===== config.mk =====
export PLATFORM = sky130hd
export DESIGN_NAME = timer_pin_io_control
export DESIGN_NICKNAME = d
export VERILOG_FILES = /design/src/verilog/timer_io_pkg.sv /design/src/verilog/timer_pin_channel.sv /design/src/verilog/timer_pin_io_control.sv
export SDC_FILE = /design/constraint.sdc
export NUM_CORES = 1
export LEC_CHECK = 0
export ABC_CLOCK_PERIOD_IN_PS = 4000
export CAP_MARGIN = 20
export CORE_UTILIZATION = 51
export CTS_CLUSTER_DIAMETER = 120
export CTS_CLUSTER_SIZE = 25
export DETAILED_ROUTE_END_ITERATION = 7
export DONT_BUFFER_PORTS = 1
export PLACE_DENSITY = 0.66
export SETUP_SLACK_MARGIN = 0.5
export SYNTH_ARGS = -nofsm -noshare
export SYNTH_HDL_FRONTEND = slang
export SYNTH_HIERARCHICAL = 1
export SYNTH_SLANG_ARGS = --single-unit
export TNS_END_PERCENT = 5

===== constraint.sdc =====
create_clock -name sys_clk -period 4 [get_ports sys_clk]
set_input_delay 0.2 -clock sys_clk [delete_from_list [all_inputs] [get_ports sys_clk]]
set_output_delay 0.2 -clock sys_clk [all_outputs]
set_load 0.02 [all_outputs]

===== src/verilog/timer_io_pkg.sv =====
// Constants shared by the timer pin I/O control block.
// Assumes a 32-bit Avalon-MM slave port with byte addresses.
package timer_io_pkg;
  // Register byte offsets
  localparam logic [4:0] OFS_SEL_CH4 = 5'h00;
  localparam logic [4:0] OFS_SEL_CH5 = 5'h04;
  localparam logic [4:0] OFS_SEL_CH0 = 5'h08;
  localparam logic [4:0] OFS_GR_CH4 = 5'h0c;
  localparam logic [4:0] OFS_GR_CH5 = 5'h10;
  localparam logic [4:0] OFS_GR_CH0 = 5'h14;
  localparam logic [4:0] OFS_STATUS = 5'h18;
  // Field positions
  localparam int FIELD_B_LSB = 4;
  localparam int FIELD_A_LSB = 0;
  localparam int STAT_OUT_LSB = 0;
  localparam int STAT_IN_LSB = 4;
  // Reset values
  localparam logic [7:0] RESET_SEL = 8'h00;
  localparam logic [15:0] RESET_GR = 16'h0000;
  // Count clock select code for divide-by-one
  localparam logic [2:0] CLK_SEL_DIV1 = 3'h0;
  // Output action at compare match, from the two low field bits
  typedef enum logic [1:0] {
    ACT_NONE,
    ACT_LOW,
    ACT_HIGH,
    ACT_TOGGLE
  } match_action_t;
endpackage


===== src/verilog/timer_pin_channel.sv =====
// One timer channel: general register, compare output and capture.
// Assumes pin_level is already synchronised to sys_clk.
`timescale 1ns/1ns
`default_nettype none
module timer_pin_channel
  import timer_io_pkg::*;
#(
  parameter int GR_WIDTH = 16,
  parameter bit HAS_CASCADE = 1'b1
) (
  input wire logic sys_clk,
  input wire logic reset,
  input wire logic [3:0] mode,
  input wire logic mode_write,
  input wire logic [GR_WIDTH-1:0] count,
  input wire logic count_tick,
  input wire logic gr_write,
  input wire logic [GR_WIDTH-1:0] gr_wdata,
  input wire logic pin_level,
  input wire logic cascade_event,
  output logic [GR_WIDTH-1:0] gr_value,
  output logic pin_out,
  output logic pin_oe_n,
  output logic capture
);
  logic pin_prev;
  logic next_pin;

  // Mode decode and event detection
  wire is_capture = mode[3];
  wire out_enabled = ~mode[3] & (mode[1:0] != 2'b00);
  wire use_cascade = HAS_CASCADE & mode[2];
  wire rise = pin_level & ~pin_prev;
  wire fall = ~pin_level & pin_prev;
  wire edge_hit = mode[1] ? (rise | fall) : (mode[0] ? fall : rise);
  wire cap_event = is_capture & (use_cascade ? cascade_event : edge_hit);
  wire match = ~is_capture & count_tick & (count == gr_value);
  wire match_action_t action = match_action_t'(mode[1:0]);

  // Pin level: new mode loads the initial level, a match acts on it
  always_comb begin
    next_pin = pin_out;
    if (mode_write && out_enabled) begin
      next_pin = mode[2];
    end else if (match) begin
      unique case (action)
        ACT_NONE: next_pin = pin_out;
        ACT_LOW: next_pin = 1'b0;
        ACT_HIGH: next_pin = 1'b1;
        ACT_TOGGLE: next_pin = ~pin_out;
      endcase
    end
  end

  always_ff @(posedge sys_clk) begin
    if (reset) begin
      pin_out <= 1'b0;
      pin_oe_n <= 1'b1;
      pin_prev <= 1'b0;
    end else begin
      pin_out <= next_pin;
      pin_oe_n <= ~out_enabled;
      pin_prev <= pin_level;
    end
  end

  // Capture wins over a bus write in the same cycle
  always_ff @(posedge sys_clk) begin
    if (reset) begin
      gr_value <= RESET_GR;
      capture <= 1'b0;
    end else begin
      capture <= cap_event;
      if (cap_event) begin
        gr_value <= count;
      end else if (gr_write) begin
        gr_value <= gr_wdata;
      end
    end
  end
endmodule
`default_nettype wire


===== src/verilog/timer_pin_io_control.sv =====
// Pin I/O control for timer channels 4 and 5 (register B) and 0 (A).
// Assumes counters and cascade events come from logic on sys_clk;
// only the timer pins arrive asynchronously.
//
// Overview of operation
// - Output compare low bits 01: pin driven low at each match.
// - Output compare low bits 10: pin driven high at each match.
// - Output compare low bits 11: pin inverted at each match.
// - Code 1000 captures the counter on a rising source edge.
// - Code 1001 captures the counter on a falling source edge.
// - Codes 101x capture on both edges; channel 5 ignores bit 2.
// - Channel 4 codes 11xx capture on channel 3 register C events.
// - Channel 0 codes 1000 to 101x capture from its own pin.
// - Channel 0 codes 11xx capture on channel 1 count up or down.
// - Channel 1 on divide-by-one clock: channel 0 cascade capture never fires.
`timescale 1ns/1ns
`default_nettype none
module timer_pin_io_control
  import timer_io_pkg::*;
#(
  parameter int GR_WIDTH = 16
) (
  input wire logic sys_clk,
  input wire logic reset,
  input wire logic [4:0] avs_address,
  input wire logic avs_read,
  input wire logic avs_write,
  input wire logic [31:0] avs_writedata,
  output logic [31:0] avs_readdata,
  output logic avs_waitrequest,
  input wire logic [GR_WIDTH-1:0] ch4_count,
  input wire logic ch4_count_tick,
  input wire logic [GR_WIDTH-1:0] ch5_count,
  input wire logic ch5_count_tick,
  input wire logic [GR_WIDTH-1:0] ch0_count,
  input wire logic ch0_count_tick,
  input wire logic ch3_regc_event,
  input wire logic ch1_count_up,
  input wire logic ch1_count_down,
  input wire logic [2:0] ch1_clock_select,
  input wire logic ch4_pin_b_in,
  output logic ch4_pin_b_out,
  output logic ch4_pin_b_oe_n,
  input wire logic ch5_pin_b_in,
  output logic ch5_pin_b_out,
  output logic ch5_pin_b_oe_n,
  input wire logic ch0_pin_a_in,
  output logic ch0_pin_a_out,
  output logic ch0_pin_a_oe_n,
  output logic ch4_capture,
  output logic ch5_capture,
  output logic ch0_capture
);
  logic [7:0] io_select_ch4;
  logic [7:0] io_select_ch5;
  logic [7:0] io_select_ch0_high;
  logic [2:0] sel_written;
  logic [2:0] pin_meta;
  logic [2:0] pin_sync;
  logic [GR_WIDTH-1:0] ch4_general_reg_b;
  logic [GR_WIDTH-1:0] ch5_general_reg_b;
  logic [GR_WIDTH-1:0] ch0_general_reg_a;

  // Pin inputs, index 0 = ch4, 1 = ch5, 2 = ch0
  wire [2:0] pin_raw = {ch0_pin_a_in, ch5_pin_b_in, ch4_pin_b_in};
  wire [2:0] pin_level_out = {ch0_pin_a_out, ch5_pin_b_out, ch4_pin_b_out};

  // Two-stage synchronisers; stage one feeds only stage two
  genvar gi;
  generate
    for (gi = 0; gi < 3; gi++) begin : g_sync
      always_ff @(posedge sys_clk) begin
        if (reset) begin
          pin_meta[gi] <= 1'b0;
          pin_sync[gi] <= 1'b0;
        end else begin
          pin_meta[gi] <= pin_raw[gi];
          pin_sync[gi] <= pin_meta[gi];
        end
      end
    end
  endgenerate

  // Channel mode fields
  wire [3:0] regb_mode_ch4 = io_select_ch4[FIELD_B_LSB +: 4];
  wire [3:0] regb_mode_ch5 = io_select_ch5[FIELD_B_LSB +: 4];
  wire [3:0] rega_mode_ch0 = io_select_ch0_high[FIELD_A_LSB +: 4];

  // Cascade sources; divide-by-one clocking blocks channel 1 steps
  wire ch1_div1 = (ch1_clock_select == CLK_SEL_DIV1);
  wire ch1_step = (ch1_count_up | ch1_count_down) & ~ch1_div1;

  // Bus decode; one wait state on every access
  wire bus_req = avs_read | avs_write;
  wire bus_take = bus_req & avs_waitrequest;
  wire wr_take = avs_write & ~avs_waitrequest;
  wire [4:0] word_addr = {avs_address[4:2], 2'b00};
  wire hit_sel4 = (word_addr == OFS_SEL_CH4);
  wire hit_sel5 = (word_addr == OFS_SEL_CH5);
  wire hit_sel0 = (word_addr == OFS_SEL_CH0);
  wire hit_gr4 = (word_addr == OFS_GR_CH4);
  wire hit_gr5 = (word_addr == OFS_GR_CH5);
  wire hit_gr0 = (word_addr == OFS_GR_CH0);
  wire hit_stat = (word_addr == OFS_STATUS);
  wire [GR_WIDTH-1:0] gr_wdata = avs_writedata[GR_WIDTH-1:0];

  // Status: driven pin levels and synchronised pin inputs
  wire [31:0] status_word = (32'(pin_level_out) << STAT_OUT_LSB)
                          | (32'(pin_sync) << STAT_IN_LSB);

  // Read selection; unmapped words read as zero
  wire [31:0] rd_mux =
      hit_sel4 ? {24'h000000, io_select_ch4} :
      hit_sel5 ? {24'h000000, io_select_ch5} :
      hit_sel0 ? {24'h000000, io_select_ch0_high} :
      hit_gr4 ? 32'(ch4_general_reg_b) :
      hit_gr5 ? 32'(ch5_general_reg_b) :
      hit_gr0 ? 32'(ch0_general_reg_a) :
      hit_stat ? status_word : 32'h00000000;

  // Handshake: waitrequest drops for one cycle per request
  always_ff @(posedge sys_clk) begin
    if (reset) begin
      avs_waitrequest <= 1'b1;
      avs_readdata <= 32'h00000000;
    end else begin
      avs_waitrequest <= ~bus_take;
      if (avs_read && avs_waitrequest) begin
        avs_readdata <= rd_mux;
      end
    end
  end

  // Select registers; the write pulse is delayed so that the
  // channel sees the new mode and the pulse together
  always_ff @(posedge sys_clk) begin
    if (reset) begin
      io_select_ch4 <= RESET_SEL;
      io_select_ch5 <= RESET_SEL;
      io_select_ch0_high <= RESET_SEL;
      sel_written <= 3'h0;
    end else begin
      sel_written <= {wr_take & hit_sel0, wr_take & hit_sel5, wr_take & hit_sel4};
      if (wr_take && hit_sel4) begin
        io_select_ch4 <= avs_writedata[7:0];
      end
      if (wr_take && hit_sel5) begin
        io_select_ch5 <= avs_writedata[7:0];
      end
      if (wr_take && hit_sel0) begin
        io_select_ch0_high <= avs_writedata[7:0];
      end
    end
  end

  // Channel 4: cascade from channel 3 register C
  timer_pin_channel #(
    .GR_WIDTH(GR_WIDTH),
    .HAS_CASCADE(1'b1)
  ) u_ch4 (
    .sys_clk(sys_clk),
    .reset(reset),
    .mode(regb_mode_ch4),
    .mode_write(sel_written[0]),
    .count(ch4_count),
    .count_tick(ch4_count_tick),
    .gr_write(wr_take & hit_gr4),
    .gr_wdata(gr_wdata),
    .pin_level(pin_sync[0]),
    .cascade_event(ch3_regc_event),
    .gr_value(ch4_general_reg_b),
    .pin_out(ch4_pin_b_out),
    .pin_oe_n(ch4_pin_b_oe_n),
    .capture(ch4_capture)
  );

  // Channel 5: no cascade, so bit 2 is ignored in capture mode
  timer_pin_channel #(
    .GR_WIDTH(GR_WIDTH),
    .HAS_CASCADE(1'b0)
  ) u_ch5 (
    .sys_clk(sys_clk),
    .reset(reset),
    .mode(regb_mode_ch5),
    .mode_write(sel_written[1]),
    .count(ch5_count),
    .count_tick(ch5_count_tick),
    .gr_write(wr_take & hit_gr5),
    .gr_wdata(gr_wdata),
    .pin_level(pin_sync[1]),
    .cascade_event(1'b0),
    .gr_value(ch5_general_reg_b),
    .pin_out(ch5_pin_b_out),
    .pin_oe_n(ch5_pin_b_oe_n),
    .capture(ch5_capture)
  );

  // Channel 0: own pin for 10xx, channel 1 steps for 11xx
  timer_pin_channel #(
    .GR_WIDTH(GR_WIDTH),
    .HAS_CASCADE(1'b1)
  ) u_ch0 (
    .sys_clk(sys_clk),
    .reset(reset),
    .mode(rega_mode_ch0),
    .mode_write(sel_written[2]),
    .count(ch0_count),
    .count_tick(ch0_count_tick),
    .gr_write(wr_take & hit_gr0),
    .gr_wdata(gr_wdata),
    .pin_level(pin_sync[2]),
    .cascade_event(ch1_step),
    .gr_value(ch0_general_reg_a),
    .pin_out(ch0_pin_a_out),
    .pin_oe_n(ch0_pin_a_oe_n),
    .capture(ch0_capture)
  );
endmodule
`default_nettype wire


; Word-level counts from Yosys, hierarchy flattened
; Cells that the tools add are included.
[totals]
reg_bits = 126
latchBits = 0
ramBits = 0
mem_bits_ro = 0
input_bits = 101
out_inout_bits = 42
word_cells = 153
mem_count = 0
[op_classes]
addsub = 0
multipliers = 0
div = 0
magnitude_cmp = 0
n_eq_ne = 21
n_shift = 0
n_mux = 30
bitwise_logic = 51
n_reduce_logical = 24
[op_table]
columns = cell, count
row1 = 2-to-1 mux 16 bit, 12
row2 = == test 16 bit, 3
row3 = AND 1 bit, 27
row4 = inverter 1 bit, 18
row5 = nonzero test 2 bit, 9
row6 = 2-to-1 mux 1 bit, 14
row7 = "== test 2 bit, second input constant", 6
row8 = "== test 3 bit, second input constant", 3
row9 = case mux 1 bit (3 select lines), 3
row10 = logical AND 1 bit, 7
row11 = 2-to-1 mux 7 bit, 1
row12 = bitwise OR 3 x 7 -> 7 bit, 1
row13 = "== test 2 x 1 -> 1 bit, second input constant", 3
row14 = "== test 3 x 2 -> 1 bit, second input constant", 2
row15 = zero test 2 bit, 3
row16 = "!= test 2 x 1 -> 1 bit, second input constant", 3
row17 = AND reduction 2 bit, 3
row18 = zero test 5 bit, 1
row19 = bitwise OR 1 bit, 5
row20 = "== test 3 x 1 -> 1 bit, second input constant", 1
row21 = zero test 3 bit, 1

; Depth between registers and ports, before layout
[logic_depth]
ltp_word = 8
mapped_depth = 9
depth_no_buf = 7

; By module
; The synthesis kept the hierarchy.
[modules_own_cells]
columns = mod, instances, cells_per_inst, area_each_um2, seq_area_each_um2
row1 = timer_pin_io_control, 1, 300, 2586.2, 1001.0
row2 = timer_pin_channel at u_ch4, 1, 120, 1241.2, 400.4
row3 = timer_pin_channel at u_ch0, 1, 119, 1198.6, 400.4
row4 = timer_pin_channel at u_ch5, 1, 117, 1086.0, 400.4

; Worst setup path after synthesis
; Ideal clock, no wire load.
[synth_path]
path_type = register to register
start = register avs_waitrequest
end = register u_ch4.gr_value[8]
setup_ns = 0.138
arrival_time_ns = 1.593
required_ns = 3.862
slack_ns = 2.269
path_stages_with_launch = 7
n_path_buf = 2
period_less_slack_ns = 1.731
path_cell_list = dfxtp_1 nand3b_1 nor3b_1 buf_2 buf_2 mux2i_1 a211oi_2
[synth_between]
elab_chain_len = 4
[synth_lines]
columns = item, line
row1 = start: declaration, timer_pin_io_control.sv:30  ; output logic avs_waitrequest,
row2 = start signal: assignment, timer_pin_io_control.sv:127  ; avs_waitrequest <= ~bus_take;
row3 = inverter 1 bit, timer_pin_io_control.sv:96  ; wire wr_take = avs_write & ~avs_waitrequest;
row4 = AND 1 bit, timer_pin_io_control.sv:96
row5 = AND 1 bit, timer_pin_io_control.sv:167  ; .gr_write(wr_take & hit_gr4),
row6 = nonzero test 2 bit (no source line), n/a
row7 = end signal: assignment, timer_pin_channel.sv:75  ; gr_value <= count;
row8 = end signal: assignment, timer_pin_channel.sv:77  ; gr_value <= gr_wdata;
row9 = end: declaration, timer_pin_channel.sv:21  ; output logic [GR_WIDTH-1:0] gr_value,
; Every way passes these cells.
; A chain may end at the register's enable or synchronous reset.

; Worst setup path in the final report
[layout_path]
start = register avs_waitrequest
end = register u_ch5.gr_value[10]
[layout_between]
elab_chain_len = 4
[layout_lines]
columns = item, line
row1 = inverter 1 bit, timer_pin_io_control.sv:96
row2 = AND 1 bit, timer_pin_io_control.sv:96
row3 = AND 1 bit, timer_pin_io_control.sv:188  ; .gr_write(wr_take & hit_gr5),
row4 = nonzero test 2 bit (no source line), n/a
row5 = end signal: assignment, timer_pin_channel.sv:75
row6 = end signal: assignment, timer_pin_channel.sv:77
row7 = end: declaration, timer_pin_channel.sv:21
; Every way passes these cells.

==> flow_metrics.py <==
metrics = {
    "cts": {
        "h-tree-depth": 3,
        "cts_setup_buffers": 0,
        "root_buffer": "clkbuf_16",
        "cts_tree": "yes",
        "clkLatencyLatePin_ns": 0.36,
        "cts_buffer_depth": 2,
        "numCtsBuffers": 9,
        "clk_pin_slew_ns": 0.07,
        "numClockSinks": 110,
    },
    "floorplan": {
        "start_util": 0.529,
        "dieArea_um2": 12400,
        "num_io_pins": 143,
        "core-area_um2": 11600,
        "die-height_um": 111,
        "die_w_um": 111,
        "num_rows": 39,
    },
    "drt": {
        "detail-route-antenna-nets": 0,
        "drc": 14,
        "wl_um": 16600,
        "vias": 4729,
        "route.detailed.wl_per_inst_um": 21.0,
        "drt_iter0_drc": 276,
        "viasPerCell": 5.99,
        "drt_pre_antenna_iters": 8,
    },
    "sta": {
        "clock_skew_ns": 0.00670,
        "layout_setup_ws_ns": 1.71,
        "finalHoldViolations": 0,
        "period_share": 0.572,
        "fin_setup_tns_ns": 0,
        "slew_violations": 0,
        "rsz0062_at_grt": "no",
        "finalCriticalPeriod_ns": 2.29,
        "setup_viol": 0,
        "relSlewSlack": 0.257,
        "fin_hold_ws_ns": 0.00703,
        "clock.fmax_mhz": 437,
        "tightest_slew_ns": 1.11,
    },
    "outcome": {
        "violations": "DRC",
        "status": "complete, but fails checks",
    },
    "global_route": {
        "grt_pass1_vias": 4616,
        "grt_max_degree": 100,
        "antenna_found_initial": 0,
        "grt_overflow": 0,
        "grt_usage": 0.270,
        "grt_pass1_wl_um": 25500,
    },
    "placement": {
        "place_hpwl_um": 11500,
        "place_inst": 757,
        "io_buffers": 0,
        "pre_cts_slack_ns": 1.74,
        "routabilityCongestion": 0.860,
    },
    "synthesis": {
        "synth_ff_type": "dfxtp_1",
        "syn_inst": 656,
        "ys_ff_latch": 110,
        "avgSynthCellArea_um2": 9.32,
        "seq_area_frac_synth": 0.360,
        "yosysUniqueCellTypes": 58,
        "syn_area_um2": 6110,
        "synth-edff-count": 0,
        "yosys_warnings": 6,
        "synthArstFlopShare": 0,
    },
    "worst_hold_path": {
        "hp-class": "in -> reg",
    },
    "setup_path": {
        "r2r_setup_slack_ns": 1.71,
        "cp-startpoint": "avs_waitrequest",
        "reg2reg_from": "avs_waitrequest",
        "reg2reg_to": "u_ch5/gr_value[10]",
        "reg2reg_depth": 4,
        "crit_fanout": 16,
        "cp_data_required_time_ns": 4.27,
        "path_class": "reg -> reg",
        "cp-start-kind": "flip-flop",
        "crit_path_end_kind": "flip-flop",
        "cp.arrival_ns": 2.56,
        "critPathCapture": "u_ch5/gr_value[10]",
    },
    "layout": {
        "fin_cells": 790,
        "fillers": 1057,
        "area.growth.synth_to_final_pct": 5.98,
        "drive_gt1_frac": 0.125,
        "finalNetCount": 749,
    },
    "power": {
        "fin_total_pwr_mw": 2.26,
        "leakage_nw": 2.43,
        "power.density_nw_per_um2": 349,
        "ir_drop_mv": 0.218,
    },
    "run": {
        "max-cap-violations": 0,
    },
}
## layer usage
layer / GRT usage / wire, µm / vias to the layer above / share of wire
met5: 0 / 0 / - / 0
met3: 0.0724 / 1380 / 29 / 0.083
met2: 0.456 / 8160 / 172 / 0.49
met1: 0.323 / 6620 / 2269 / 0.40
li1: - / - / 2259 / -
met4: 0.117 / 438 / 0 / 0.026
## final cells by class
cell class / instances / area, µm² / area share
multi-input combinational: 485 / 3510 / 0.543
sequential: 110 / 2200 / 0.340
clock buffer: 10 / 229 / 0.0353
timing repair buffer: 20 / 215 / 0.0332
tap: 143 / 179 / 0.0276
clock inverter: 5 / 75.1 / 0.0116
inverter: 16 / 60.1 / 0.00927
antenna: 1 / 2.50 / 0.000386
## cell usage after synthesis (3+ instances only)
cell      instances  share of area
o21ai_0          10         0.0082
dfxtp_1         110           0.36
nand4_1           3         0.0031
nor3_1            9         0.0074
buf_2            19          0.016
xnor2_1          12          0.017
buf_4            19          0.023
nor2b_1          15          0.015
nand3_1           4         0.0033
buf_6             5         0.0092
clkbuf_1         12         0.0074
a31oi_1           9         0.0092
o221ai_1          4         0.0057
a211oi_1         30          0.037
or3_1             5         0.0051
nor4_1           11          0.011
nor2_2           17          0.017
ha_1              6          0.012
a211oi_2         26          0.053
o22ai_1           3         0.0031
mux2i_1          91           0.15
nand2b_1          8         0.0082
nand2_1          13         0.0080
mux2_2            5         0.0092
xor2_1           36          0.052
a32oi_1           4         0.0057
inv_1            16         0.0098
nor2_1           96          0.059
o21ai_1           5         0.0041
o211ai_1          3         0.0037
a21oi_1          16          0.013
## layout by cell type, fill, tap and decap left out, drive strengths merged, types with 5 or more instances in the layout
cell	instances
a21oi	16
nor3	9
or3	5
nand2b	8
nand2	14
a31oi	9
ha	6
xnor2	12
nor4	12
nor2	113
mux2i	91
nor2b	15
buf	5
clkbuf	10
a211oi	56
xor2	36
dfxtp	110
o21ai	17
dlygate4sd3	15
mux2	8
conb	16
inv	16
## worst max-delay path, cell delays in order, from the launching register on
cell and delay, ns:
dfxtp_1 0.42, nor3b_2 0.34, nor2b_2 0.95, mux2i_1 0.21
a211oi_1 0.27
## cells by family after synthesis
group | share of synthesized area
buffers and inverters | 0.0755
adders and majority gates | 0.0123
muxes | 0.165
AOI/OAI and AO/OA | 0.165
and+or+nand+nor | 0.153
DFF | 0.360
other | 0.000614
xor gates and xnor gates | 0.0688
## how the worst min path moves through the flow
stage,startpoint,to,cells after the start
5_1_grt,avs_writedata[5],io_select_ch5[5],2
3_5_place_dp,reset,u_ch0/pin_prev,1
2_1_floorplan,reset,u_ch5/pin_oe_n,1
3_3_place_gp,reset,u_ch0/gr_value[1],1
4_1_cts,avs_writedata[0],io_select_ch5[0],2
6_report,avs_writedata[5],io_select_ch5[5],2
## flip-flops by register name (all words and copies together), names as in the netlist, 3 cells and up
register            cells
io_select_ch5           8
u_ch4/gr_value         16
u_ch0/gr_value         16
sel_written             3
pin_meta                3
io_select_ch4           8
io_select_ch0_high      8
u_ch5/gr_value         16
avs_readdata           16
pin_sync                3
## stage by stage
step / cell area (µm²) / util
5_1_grt: 6470 / 0.560
6_report: 6480 / 0.560
3_5_place_dp: 5980 / 0.517
3_3_place_gp: 5980 / 0.517
2_1_floorplan: 6170 / -
4_1_cts: 6450 / 0.558
## report_power, final
group / switching, mW / internal (mW) / total (mW) / leakage, nW
registers: 0.0330 / 1.12 / 1.15 / 0.891
clock network: 0.396 / 0.542 / 0.939 / 0.152
logic: 0.0985 / 0.0729 / 0.171 / 1.39
total: 0.528 / 1.73 / 2.26 / 2.43
## timing repair
action / CTS / global route
resized for setup: 0 / 0
setup endpoints to repair: 0 / 0
hold buffers: 15 / 1
endpoints found under the hold margin: 100 / 1
Note: power is estimated with default switching activity, not from simulation.
